==> src/ulaux_regs.vh <==
`ifndef ULAUX_REGS_VH
`define ULAUX_REGS_VH
// APB register byte offsets.
`define ULAUX_CTRL_OFF     12'h000
`define ULAUX_BAUD_OFF     12'h004
`define ULAUX_STAT_OFF     12'h008
`define ULAUX_GPIO_OFF     12'h00c
`define ULAUX_SUSP_OFF     12'h010
`define ULAUX_PERM_OFF     12'h014
// Control register fields.
`define ULAUX_CTRL_HDX     0
`define ULAUX_CTRL_IR      1
`define ULAUX_CTRL_IRINV   2
`define ULAUX_CTRL_IR4     3
`define ULAUX_CTRL_HIPWR   4
`define ULAUX_CTRL_USESUS  5
`define ULAUX_CTRL_DLY_LO  8
`define ULAUX_CTRL_S0_LO   12
`define ULAUX_CTRL_S1_LO   16
`define ULAUX_CTRL_CLKEN   20
`define ULAUX_CTRL_HDPIN   21
`define ULAUX_CTRL_RST     32'h0000_0000
// Status select codes for the two state pins.
`define ULAUX_SEL_SUSP     2'd0
`define ULAUX_SEL_LOWP     2'd1
`define ULAUX_SEL_BRST     2'd2
// Baud reset value: bit period in clocks, 16 sub-ticks per bit.
`define ULAUX_BAUD_RST     16'h0010
// Activity toggle: 10 Hz toggle means a half period of 50 ms.
`define ULAUX_ACT_MS       50
`define ULAUX_CLK_KHZ      20000
`define ULAUX_ACT_CYC      (`ULAUX_ACT_MS * `ULAUX_CLK_KHZ)
`endif

==> src/ulaux_act_toggle.v <==
`timescale 1ns/1ns
`default_nettype none
// Activity toggle: flips every HALF cycles while the line shows activity.
module ulaux_act_toggle #(
  parameter HALF = 1000000
) (
  input  wire pclk,     // Clock.
  input  wire presetn,  // Async reset, active low.
  input  wire line,     // Serial line, idle high.
  output reg  tog_q     // Toggle output.
);
  reg [31:0] cnt_q;
  reg [31:0] idle_q;
  wire       active = (idle_q != 32'h0);

  // Activity lasts one half period after the last low bit seen.
  always @(posedge pclk or negedge presetn) begin
    if (!presetn) begin
      cnt_q  <= 32'h0;
      idle_q <= 32'h0;
      tog_q  <= 1'b0;
    end else begin
      if (!line)
        idle_q <= HALF;
      else if (active)
        idle_q <= idle_q - 32'h1;
      if (active && cnt_q >= HALF - 1) begin
        cnt_q <= 32'h0;
        tog_q <= ~tog_q;
      end else if (active)
        cnt_q <= cnt_q + 32'h1;
    end
  end
endmodule // ulaux_act_toggle
`default_nettype wire

==> src/ulaux_ir_shaper.v <==
`timescale 1ns/1ns
`default_nettype none
// Infrared pulse shaper: a centred pulse of 3 or 4 sixteenths for each zero bit.
module ulaux_ir_shaper (
  input  wire        pclk,     // Clock.
  input  wire        presetn,  // Async reset, active low.
  input  wire        bit_start,// Pulse at start of each bit period.
  input  wire        tick16,   // Sixteenth-of-bit tick.
  input  wire        txd,      // Transmit data bit.
  input  wire        wide,     // 1: four sixteenths, 0: three.
  output reg         pulse_q   // Shaped infrared output.
);
  reg [3:0] ph_q;
  reg       zero_q;

  // Phase counts sixteenths; pulse sits around the midpoint of the bit.
  always @(posedge pclk or negedge presetn) begin
    if (!presetn) begin
      ph_q    <= 4'h0;
      zero_q  <= 1'b0;
      pulse_q <= 1'b0;
    end else begin
      if (bit_start) begin
        ph_q   <= 4'h0;
        zero_q <= ~txd;
      end else if (tick16)
        ph_q <= ph_q + 4'h1;
      pulse_q <= zero_q && (wide ? (ph_q >= 4'd6 && ph_q <= 4'd9)
                                 : (ph_q >= 4'd7 && ph_q <= 4'd9));
    end
  end
endmodule // ulaux_ir_shaper
`default_nettype wire

==> src/ulaux_top.v <==
// Function
// - With zero delay, transmit enable drops right after the last stop bit.
// - Enable release may be postponed 1 to 15 bit periods.
// - In half-duplex, receive input is ignored while transmitting.
// - Infrared pulses are 3/16 or 4/16 bit, centred, up to 1.25 Mbaud.
// - Infrared receive data may be inverted before decoding.
// - Infrared mode is off after reset, on only by its report.
// - Two state pins, each selects one of three indications, either polarity.
// - Suspend indication active while host holds device suspended.
// - Low-power active in suspend, and before configuration for high-power devices.
// - For low-power devices, low-power indication equals suspend indication.
// - Bus-reset indication active while host signals reset.
// - Override clear: GPIO outputs hold their levels during suspend.
// - Override set: GPIO take suspend level and drive type on suspend.
// - Override set: clock pin forced low, half-duplex enable forced inactive.
// - Volatile suspend settings clear on bus reset; permanent ones persist.
// - Activity outputs toggle near 10 Hz while line active, else still.
`timescale 1ns/1ns
`default_nettype none
`include "ulaux_regs.vh"
module ulaux_top #(
  parameter NGPIO    = 10,
  parameter ACT_HALF = `ULAUX_ACT_CYC
) (
  input  wire             pclk,          // APB clock, 20 MHz.
  input  wire             presetn,       // Async reset, active low.
  input  wire             psel,          // APB select.
  input  wire             penable,       // APB enable.
  input  wire             pwrite,        // APB direction.
  input  wire [11:0]      paddr,         // APB byte address.
  input  wire [31:0]      pwdata,        // APB write data.
  output wire [31:0]      prdata,        // APB read data.
  output wire             pready,        // APB ready.
  output wire             pslverr,       // APB error on unmapped address.
  input  wire             tx_busy,       // Transmitter shifting a frame.
  input  wire             tx_load,       // New transmit byte accepted.
  input  wire             txd,           // Serial transmit data.
  input  wire             rxd_pin,       // Raw receive pin.
  output wire             rxd_core,      // Receive data to the receiver.
  output wire             txd_pin,       // Transmit pin (UART or infrared).
  output wire             hdx_en,        // Half-duplex transmit enable, active high.
  input  wire             usb_suspend,   // Host holds device suspended.
  input  wire             usb_configured,// Host has configured device.
  input  wire             usb_reset,     // Host signals bus reset.
  input  wire             clk_gen,       // Generated clock for clock pin.
  input  wire [NGPIO-1:0] gpio_o,        // Normal GPIO output levels.
  input  wire [NGPIO-1:0] gpio_od,       // Normal GPIO open-drain select.
  output reg  [NGPIO-1:0] pin_o,         // GPIO pin output level.
  output reg  [NGPIO-1:0] pin_oe_n,      // GPIO output enable, low drives.
  output wire [1:0]       usb_stat,      // USB state pins.
  output wire             transmit_activity_toggle, // Transmit activity.
  output wire             receive_activity_toggle   // Receive activity.
);
  // ----------------------------------------------------------------
  // Registers
  // ----------------------------------------------------------------
  reg [31:0]      ctrl_q;
  reg [15:0]      baud_q;
  reg [31:0]      susp_q;   // Volatile: [9:0] level, [25:16] open drain, [31] valid.
  reg [31:0]      perm_q;   // Permanent pin settings, same layout.
  reg [NGPIO-1:0] hold_o_q;
  reg [NGPIO-1:0] hold_od_q;
  reg             susp_d1_q;
  reg [31:0]      rdata_q;

  wire wr = psel && penable && pwrite;
  wire rd_hit = (paddr == `ULAUX_CTRL_OFF) || (paddr == `ULAUX_BAUD_OFF) ||
                (paddr == `ULAUX_STAT_OFF) || (paddr == `ULAUX_GPIO_OFF) ||
                (paddr == `ULAUX_SUSP_OFF) || (paddr == `ULAUX_PERM_OFF);

  assign pready  = 1'b1;
  assign pslverr = psel && penable && !rd_hit;
  assign prdata  = rdata_q;

  wire       hdx_mode = ctrl_q[`ULAUX_CTRL_HDX];
  wire       ir_on    = ctrl_q[`ULAUX_CTRL_IR];
  wire       ir_inv   = ctrl_q[`ULAUX_CTRL_IRINV];
  wire       ir_wide  = ctrl_q[`ULAUX_CTRL_IR4];
  wire       hi_pwr   = ctrl_q[`ULAUX_CTRL_HIPWR];
  wire       use_sus  = ctrl_q[`ULAUX_CTRL_USESUS];
  wire [3:0] dly_cfg  = ctrl_q[`ULAUX_CTRL_DLY_LO+3:`ULAUX_CTRL_DLY_LO];
  wire       clk_en   = ctrl_q[`ULAUX_CTRL_CLKEN];
  wire       hd_pin   = ctrl_q[`ULAUX_CTRL_HDPIN];

  // Register writes; the control word carries the infrared and delay reports.
  always @(posedge pclk or negedge presetn) begin
    if (!presetn) begin
      ctrl_q <= `ULAUX_CTRL_RST;
      baud_q <= `ULAUX_BAUD_RST;
      susp_q <= 32'h0;
      perm_q <= 32'h0;
    end else begin
      if (wr && paddr == `ULAUX_CTRL_OFF)
        ctrl_q <= pwdata;
      if (wr && paddr == `ULAUX_BAUD_OFF)
        baud_q <= (pwdata[15:0] < 16'h0010) ? 16'h0010 : pwdata[15:0];
      if (usb_reset)
        susp_q <= 32'h0;
      else if (wr && paddr == `ULAUX_SUSP_OFF)
        susp_q <= pwdata;
      if (wr && paddr == `ULAUX_PERM_OFF)
        perm_q <= pwdata;
    end
  end

  // ----------------------------------------------------------------
  // Bit timing
  // ----------------------------------------------------------------
  // Sixteen sub-ticks per bit; the bit period follows the baud register.
  reg [15:0] sub_q;
  reg [3:0]  six_q;
  wire [11:0] sub_len = baud_q[15:4];
  wire tick16 = (sub_q[11:0] >= sub_len - 12'h1);
  wire bit_end = tick16 && (six_q == 4'hf);
  reg  tx_busy_d_q;
  wire tx_start = tx_busy && !tx_busy_d_q;

  always @(posedge pclk or negedge presetn) begin
    if (!presetn) begin
      sub_q       <= 16'h0;
      six_q       <= 4'h0;
      tx_busy_d_q <= 1'b0;
    end else begin
      tx_busy_d_q <= tx_busy;
      if (tx_start) begin
        sub_q <= 16'h0;
        six_q <= 4'h0;
      end else if (tick16) begin
        sub_q <= 16'h0;
        six_q <= six_q + 4'h1;
      end else
        sub_q <= sub_q + 16'h1;
    end
  end

  // ----------------------------------------------------------------
  // Turn-around delay
  // ----------------------------------------------------------------
  // The counter loads when the last stop bit ends and counts bit periods.
  reg [3:0] dly_q;
  reg       hold_q;
  always @(posedge pclk or negedge presetn) begin
    if (!presetn) begin
      dly_q  <= 4'h0;
      hold_q <= 1'b0;
    end else if (tx_busy || tx_load) begin
      hold_q <= 1'b0;
      dly_q  <= 4'h0;
    end else if (tx_busy_d_q && dly_cfg != 4'h0) begin
      hold_q <= 1'b1;
      dly_q  <= dly_cfg;
    end else if (hold_q && bit_end) begin
      if (dly_q == 4'h1)
        hold_q <= 1'b0;
      dly_q <= dly_q - 4'h1;
    end
  end

  // The load cycle and the last bit of the hold are covered combinationally, so the enable
  // neither dips for a cycle when the frame ends nor stays one cycle past the delay.
  wire hold_end = hold_q && bit_end && (dly_q == 4'h1);
  wire hold_ld  = tx_busy_d_q && !tx_busy && (dly_cfg != 4'h0);
  wire en_raw   = tx_busy || hold_ld || (hold_q && !hold_end);
  assign hdx_en = en_raw && !(use_sus && usb_suspend);

  // ----------------------------------------------------------------
  // Receive path and infrared
  // ----------------------------------------------------------------
  wire rx_in = ir_on && ir_inv ? ~rxd_pin : rxd_pin;
  assign rxd_core = (hdx_mode && tx_busy) ? 1'b1 : rx_in;

  wire ir_pulse;
  ulaux_ir_shaper u_ir (
    .pclk      (pclk),
    .presetn   (presetn),
    .bit_start (tx_start || bit_end),
    .tick16    (tick16),
    .txd       (txd),
    .wide      (ir_wide),
    .pulse_q   (ir_pulse)
  );
  assign txd_pin = ir_on ? ir_pulse : txd;

  // ----------------------------------------------------------------
  // USB state pins
  // ----------------------------------------------------------------
  wire st_susp = usb_suspend;
  wire st_lowp = usb_suspend || (hi_pwr && !usb_configured);
  wire st_brst = usb_reset;

  genvar gi;
  generate
    for (gi = 0; gi < 2; gi = gi + 1) begin : g_stat
      wire [1:0] sel = ctrl_q[`ULAUX_CTRL_S0_LO+4*gi+1:`ULAUX_CTRL_S0_LO+4*gi];
      wire       pol = ctrl_q[`ULAUX_CTRL_S0_LO+4*gi+2];
      wire       st  = (sel == `ULAUX_SEL_SUSP) ? st_susp :
                       (sel == `ULAUX_SEL_LOWP) ? st_lowp :
                       (sel == `ULAUX_SEL_BRST) ? st_brst : 1'b0;
      assign usb_stat[gi] = st ^ pol;
    end
  endgenerate

  // ----------------------------------------------------------------
  // GPIO suspend behaviour
  // ----------------------------------------------------------------
  // Levels are captured on entry to suspend so they stay put throughout.
  always @(posedge pclk or negedge presetn) begin
    if (!presetn) begin
      susp_d1_q <= 1'b0;
      hold_o_q  <= {NGPIO{1'b0}};
      hold_od_q <= {NGPIO{1'b0}};
    end else begin
      susp_d1_q <= usb_suspend;
      if (usb_suspend && !susp_d1_q) begin
        hold_o_q  <= gpio_o;
        hold_od_q <= gpio_od;
      end
    end
  end

  wire [31:0] sus_cfg = susp_q[31] ? susp_q : perm_q;
  wire        suspended = usb_suspend && susp_d1_q;

  // Pin 0 may be the clock, pin 3 or, by its select, pin 1 the half-duplex enable.
  integer k;
  always @* begin
    for (k = 0; k < NGPIO; k = k + 1) begin
      pin_o[k]    = gpio_o[k];
      pin_oe_n[k] = gpio_od[k] & gpio_o[k];
      if (k == 0 && clk_en)
        pin_o[k] = clk_gen;
      if ((k == 3 && !hd_pin) || (k == 1 && hd_pin)) begin
        pin_o[k]    = hdx_en;
        pin_oe_n[k] = 1'b0;
      end
      if (suspended && !use_sus) begin
        pin_o[k]    = hold_o_q[k];
        pin_oe_n[k] = hold_od_q[k] & hold_o_q[k];
      end else if (suspended) begin
        pin_o[k]    = sus_cfg[k];
        pin_oe_n[k] = sus_cfg[16+k] & sus_cfg[k];
        if (k == 0 && clk_en) begin
          pin_o[k]    = 1'b0;
          pin_oe_n[k] = 1'b0;
        end
        if ((k == 3 && !hd_pin) || (k == 1 && hd_pin)) begin
          pin_o[k]    = 1'b0;
          pin_oe_n[k] = 1'b0;
        end
      end
    end
  end

  // ----------------------------------------------------------------
  // Activity toggles and readback
  // ----------------------------------------------------------------
  ulaux_act_toggle #(.HALF(ACT_HALF)) u_txt (
    .pclk    (pclk),
    .presetn (presetn),
    .line    (txd),
    .tog_q   (transmit_activity_toggle)
  );
  ulaux_act_toggle #(.HALF(ACT_HALF)) u_rxt (
    .pclk    (pclk),
    .presetn (presetn),
    .line    (rxd_pin),
    .tog_q   (receive_activity_toggle)
  );

  // Read data registered in the setup cycle so it is stable at access.
  always @(posedge pclk or negedge presetn) begin
    if (!presetn)
      rdata_q <= 32'h0;
    else if (psel && !penable && !pwrite) begin
      case (paddr)
        `ULAUX_CTRL_OFF: rdata_q <= ctrl_q;
        `ULAUX_BAUD_OFF: rdata_q <= {16'h0, baud_q};
        `ULAUX_STAT_OFF: rdata_q <= {24'h0, dly_q, hdx_en, usb_reset,
                                      usb_configured, usb_suspend};
        `ULAUX_GPIO_OFF: rdata_q <= {{(32-NGPIO){1'b0}}, pin_o};
        `ULAUX_SUSP_OFF: rdata_q <= susp_q;
        `ULAUX_PERM_OFF: rdata_q <= perm_q;
        default:         rdata_q <= 32'h0;
      endcase
    end
  end
endmodule // ulaux_top
`default_nettype wire

==> config.mk <==
export PLATFORM = sky130hd
export DESIGN_NAME = ulaux_top
export DESIGN_NICKNAME = d
export VERILOG_FILES = /design/src/ulaux_act_toggle.v /design/src/ulaux_ir_shaper.v /design/src/ulaux_top.v
export VERILOG_INCLUDE_DIRS = /design/src /design/src/src
export SDC_FILE = /design/constraint.sdc
export NUM_CORES = 1
export LEC_CHECK = 0
export ABC_AREA = 1
export BUFFER_PORTS_ARGS = -buffer_cell sky130_fd_sc_hd__buf_2
export CAP_MARGIN = 20
export CORE_MARGIN = 1.5
export CORE_UTILIZATION = 45
export DETAILED_ROUTE_END_ITERATION = 10
export HOLD_SLACK_MARGIN = 0.12
export PLACE_DENSITY = 0.73
export SLEW_MARGIN = 0
export SYNTH_ARGS = -nofsm -noshare
export SYNTH_HDL_FRONTEND = slang
export SYNTH_SLANG_ARGS = --single-unit
==> constraint.sdc <==
create_clock -name pclk -period 4.6 [get_ports pclk]
set_clock_uncertainty 0.2 [all_clocks]
set_input_delay 0.46 -clock pclk [delete_from_list [all_inputs] [get_ports pclk]]
set_output_delay 0.46 -clock pclk [all_outputs]
set_load 0.02 [all_outputs]
---- Word level (Yosys, flattened, before mapping) ----
Cells that the tools add are included.
storage, ports and cells
  bits in registers ....................... 327
  input bits .............................. 77
operators by class
  mux-type cells .......................... 87
  order comparisons ....................... 7
  bitwise operators ....................... 36
  reductions and logical operators ........ 64
  equal/unequal tests ..................... 13
  add/subtract/negate cells ............... 9
operators with widths
  operator                 count
  $mux W32                 10
  $pmux W32 S6             1
  $mux W1                  65
  $add A32 B1 Y32 const B  2
  $ge A32 B20 Y1 const B   2
  $reduce_bool A32 Y1      2
  $sub A32 B1 Y32 const B  2
  $mux W16                 3
  $and A1 B1 Y1            30
  $logic_and A1 B1 Y1      30
  $mux W4                  7
  $mux W26                 1
  $eq A12 B4 Y1 const B    2
  $eq A12 B5 Y1 const B    2
  $add A16 B1 Y16 const B  1
  $lt A16 B5 Y1 const B    1
  $eq A12 B3 Y1 const B    1
  $ge A12 B12 Y1           1
  $logic_not A12 Y1        1
  $sub A12 B1 Y12 const B  1
  $logic_not A1 Y1         10
  $logic_or A1 B1 Y1       10
  $reduce_bool A2 Y1       5
  $add A4 B1 Y4 const B    2
  other kinds (14)         24

---- Longest topological paths before layout ----
  depth after elaboration ................. 13
  mapped depth ............................ 27
  depth with buffers taken out ............ 27

---- Hierarchy ----
A second synthesis with hierarchy kept.
unflattened totals
  cells, all modules ...................... 2,262
  area total of the unflattened synthesis .. 17,670.7 sq um
by module, submodules not included
  module                     area an instance (sq um)  seq. area each (sq um)  cells an instance  instances
  ulaux_top                  9,421.5                   4,680.7                 1,120              1
  ulaux_act_toggle at u_rxt  3,968.8                   1,626.6                 548                1
  ulaux_act_toggle at u_txt  3,940.0                   1,626.6                 551                1
  ulaux_ir_shaper            340.3                     150.1                   43                 1

---- Worst setup path after synthesis ----
No wires, ideal clock.
  path kind ............................... flip-flop to output port
  start point ............................. register baud_q[6]
  end point ............................... output port pin_o[3]
  cell stages (with the launch flop) ...... 24
  required time ........................... 3,940 ps
  path slack .............................. 905 ps
  arrival time ............................ 3,035 ps
  cells stage by stage .................... dfrtp_1 nor2_1 nand2_1 nor2_1 nand2_1 nor3_1 nand3_1 nor3_1 xor2_1 inv_1 ha_1 nand2_1 inv_1 nand2_1 nand2_1 a21oi_1 nand2_1 nand3_1 nand2_1 nand2_1 nand2_1 nand2_1 nand2_1 a21boi_0
on the way
  cells in the longest elaborated chain, start to end .. 12
ends and longest elaborated chain
  element                            line             RTL
  from (decl)                        ulaux_top.v:58   reg [15:0] baud_q;
  from (signal assigned)             ulaux_top.v:89   baud_q <= `ULAUX_BAUD_RST;
  from (signal assigned)             ulaux_top.v:96   baud_q <= (pwdata[15:0] < 16'h0010) ? 16'h0010 : pwdata[15:0];
  $sub A12 B1 Y12                    ulaux_top.v:113  wire tick16 = (sub_q[11:0] >= sub_len - 12'h1);
  $ge A12 B12 Y1                     ulaux_top.v:113
  $logic_and A1 B1 Y1                ulaux_top.v:114  wire bit_end = tick16 && (six_q == 4'hf);
  $logic_and A1 B1 Y1 (2 in series)  ulaux_top.v:161  wire hold_end = hold_q && bit_end && (dly_q == 4'h1);
  $logic_not A1 Y1                   ulaux_top.v:163  wire en_raw = tx_busy || hold_ld || (hold_q && !hold_end);
  $logic_and A1 B1 Y1                ulaux_top.v:163
  $logic_or A1 B1 Y1                 ulaux_top.v:163
  $logic_and A1 B1 Y1                ulaux_top.v:164  assign hdx_en = en_raw && !(use_sus && usb_suspend);
  $mux W1                            ulaux_top.v:232  if ((k == 3 && !hd_pin) || (k == 1 && hd_pin)) begin
  $mux W1                            ulaux_top.v:239  end else if (suspended) begin
  $mux W1                            ulaux_top.v:236  if (suspended && !use_sus) begin
  to (decl)                          ulaux_top.v:48   output reg [NGPIO-1:0] pin_o,
Every way passes these cells.

---- Worst setup path after layout ----
Ends and elaborated chain as after synthesis.

==> summary.txt <==
Status - finished clean
Final Hold Vio Count - 0
Vias - 15000
Inserted Clock Buffers - 36
Worst reg2reg setup slack - 1.05 ns
Worst-path fanout max - 6
Clock sink count - 323
Worst setup SP type - register
Starting Density - 0.457
Slew headroom - 0.313
Slew @ Worst Pin - 1.03 ns
EDFF count, synth - 0
Worst path slowest cell - dfrtp_1
Die area - 38500 sq um
Grt ovf - 0
Met3 wire length - 3180 um
Clk root buf - clkbuf_16
Period minus WS final - 4.36 ns
Post-DP HPWL - 32500 um
Multiplexer area fraction after synthesis - 0.00604
Worst hold margin - 0.145 ns
WHS Endpoint - ctrl_q[14]
Final wirelength - 45600 um
Number of global-route vias before repair - 14700
Fraction of synthesis flops using an asynchronous set or reset pin - 1.00
Met2 wire length - 21100 um
Via/cell ratio - 5.48
Critical hold path startpoint - pwdata[14]
LEAKAGE - 0.00930 uW
Worst-path cell chain - nor2_1 -> nand2_1 -> nor2_1 -> nand2_1 -> nor3_4 -> nand3_2 -> nor3_2 -> xor2_1 -> inv_1 -> ha_1 -> nand2_1 -> inv_1 -> nand2_1 -> nand2_1 -> a21oi_1 -> nand2_2 -> nand3_1 -> nand2_1 -> nand2_1 -> nand2_1 -> nand2_1 -> nand2_1 -> a21boi_1 -> buf_2
Residual DRC - 0
1st-iter DRT viols - 1212
Syn_nets - 2164
CTS Buffer Depth - 3
Final antenna diode count - 0
Most Frequent Cell on Critical Path - nand2_1
Routability cong. - 0.952
Combinational family with the most area after synthesis - simple AND/OR/NAND/NOR gates
Top cell type's share of synthesized area - 0.480
Worst setup margin - 0.242 ns
Power Density - 322 nW/um^2
Layout cells sized above 1 - 0.135
Die Span Y - 196 um
Ports - 138
Global Route Usage Sum - 0.240
Met1 WL - 19500 um
WP data required - 3.94 ns
Crit path kind - reg -> out
CP peak stage delay - 0.43 ns
Xor and xnor fraction of the mapped netlist area - 0.0303
Core box area - 36700 sq um
Final design area excluding fillers - 19600 sq um
Setup TNS - 0 ns
Per-cell routed wire length - 16.7 um
Worst reg-to-reg path cell count - 27
Peak VDD IR - 221 uV
Syn_area_per_cell - 8.14 sq um
Area of the mapped netlist - 16800 sq um
Most frequent cells in the layout - nand2_1, dfrtp_1, inv_1
Worst-Skew Late Latency - 0.52 ns
Worst-path clk slew - 0.06 ns
Final core utilization - 0.535
Period utilisation layout - 0.947
DR top layer - met5
Pre-CTS WS - 0.598 ns
Synth area leaders - dfrtp_1, nand2_1, inv_1
Synth Area in Simple Gates - 0.238
Post-Synth Adder-Cell Area - 0.0186
Final setup viols - 0
Port bufs - 136
Syn Inst Count - 2062
Initial antenna violation count - 1
Synth unique cells - 65
Crit Reg-Reg Endpoint - prdata[1]
Area after DPL - 17900 sq um
Fmax - 229 MHz
Worst R2R Start - baud_q[6]
Largest net degree at the start of global routing - 84
Worst Hold Class - in -> reg
Yosys warnings - 0
Seq/Total Area, Yosys - 0.482
Die span in x - 196 um
Max-cap violation count - 0
Synthesis-stage register bit count - 323
Cell taking the most area after synthesis - dfrtp_1
Row cnt - 70
Worst setup EP type - output port
Global-route wire length before repair - 74900 um
Top_reg_cell synth - dfrtp_1
CTS tree - built
Htree depth - 2
Max-slew violation count - 0
CP arrival - 3.70 ns
Post-synthesis compound-gate area fraction - 0.141
Hold depth - 3
Area growth syn-to-layout - 17.0%
Commonest non-fill, non-tap cell in the layout - nand2_1
Final #Nets - 2348
Pre-antenna DRT Iters - 5
Detail Route Antenna Nets - 0
[area by class of cell]
cell class / count / area (sq um)
inverters: 299 / 1120
clock inverters: 9 / 78.8
multi-input cells: 1380 / 7330
well taps: 468 / 586
flip-flops and latches: 323 / 8080
fillers: 3276 / 17100
clock buffers: 55 / 1070
repair buffers: 206 / 1360
[report_power, final]
group	internal (uW)	switching, uW	leakage [uW]
Sequential	2910	69.0	0.00434
Combinational	185	351	0.00439
Clock	1670	1150	0.000563
Total	4760	1570	0.00930
[cells in the mapped netlist, types with 5 or more instances]
master / instances
o2111ai_1: 5
nor2_2: 12
nand2_1: 396
inv_1: 272
o21ai_1: 47
xor2_1: 46
a21oi_1: 103
nor2_4: 8
nor2_1: 203
buf_2: 21
o22ai_1: 57
dfrtp_1: 322
or2_2: 5
a221oi_1: 9
ha_1: 25
o211ai_1: 14
nand4_1: 32
a211oi_1: 9
nor3_1: 62
clkbuf_1: 32
nor4_1: 15
o21ai_0: 142
nand3_1: 89
xnor2_1: 12
mux2_2: 9
inv_2: 25
nand2_2: 9
[critical path, delay by kind of cell (launching register included)]
kind	cells	cell delay [ns]
AND/OR/NAND/NOR	17	1.74
flip-flops	1	0.43
AO/OA/AOI/OAI	2	0.29
adder cells (fa/ha/maj)	1	0.28
buffers and inverters	3	0.27
XOR/XNOR	1	0.16
[layer usage]
metal / global-route usage / vias to the layer above
met5: 0 / -
met4: 0.0997 / 2
met2: 0.392 / 566
li1: - / 7175
met3: 0.0449 / 129
met1: 0.316 / 7137
[worst max path at each step]
stage                    from        to  slack, ns
CTS                 baud_q[6]  pin_o[3]       0.04
finish              baud_q[6]  pin_o[3]       0.24
global placement    baud_q[6]  pin_o[3]       0.67
floorplan           baud_q[6]  pin_o[3]       0.90
global route        baud_q[6]  pin_o[1]      -0.04
detailed placement  baud_q[6]  pin_o[3]       0.60
[sequential cells by signal (all words and copies together), names as in the netlist]
| signal | flops |
|---|---|
| baud_q | 16 |
| ctrl_q | 32 |
| dly_q | 4 |
| hold_o_q | 10 |
| hold_od_q | 10 |
| hold_q | 1 |
| perm_q | 32 |
| prdata | 32 |
| six_q | 4 |
| sub_q | 12 |
| susp_d1_q | 1 |
| susp_q | 32 |
| tx_busy_d_q | 1 |
| u_ir.ph_q | 4 |
| u_ir.pulse_q | 1 |
| u_ir.zero_q | 1 |
| u_rxt.cnt_q | 32 |
| u_rxt.idle_q | 32 |
| u_rxt.tog_q | 1 |
| u_txt.cnt_q | 32 |
| u_txt.idle_q | 32 |
| u_txt.tog_q | 1 |
[metrics by stage]
stage / total power [uW] / std cells
floorplan: 3310 / 2062
global placement: 3500 / 2620
detailed placement: 3530 / 2620
CTS: 6370 / 2739
global route: 6560 / 2740
finish: 6330 / 2740
[what timing repair did]
item / in CTS / in global routing
hold buffers: 55 / 0
resized for setup: 0 / 7
setup endpoints to repair: 0 / 3
setup buffers: 0 / 0
endpoints found under the hold margin: 193 / 0
[logic make-up after synthesis]
| group | after synthesis |
|---|---|
| flip-flops | 323 |
| buffers and inverters | 359 |
| AO/OA/AOI/OAI | 418 |
| adder cells (fa/ha/maj) | 25 |
| AND/OR/NAND/NOR | 869 |
| multiplexers | 9 |
| XOR/XNOR | 58 |
| other | 1 |
Note: power is estimated with default switching activity, not from simulation.
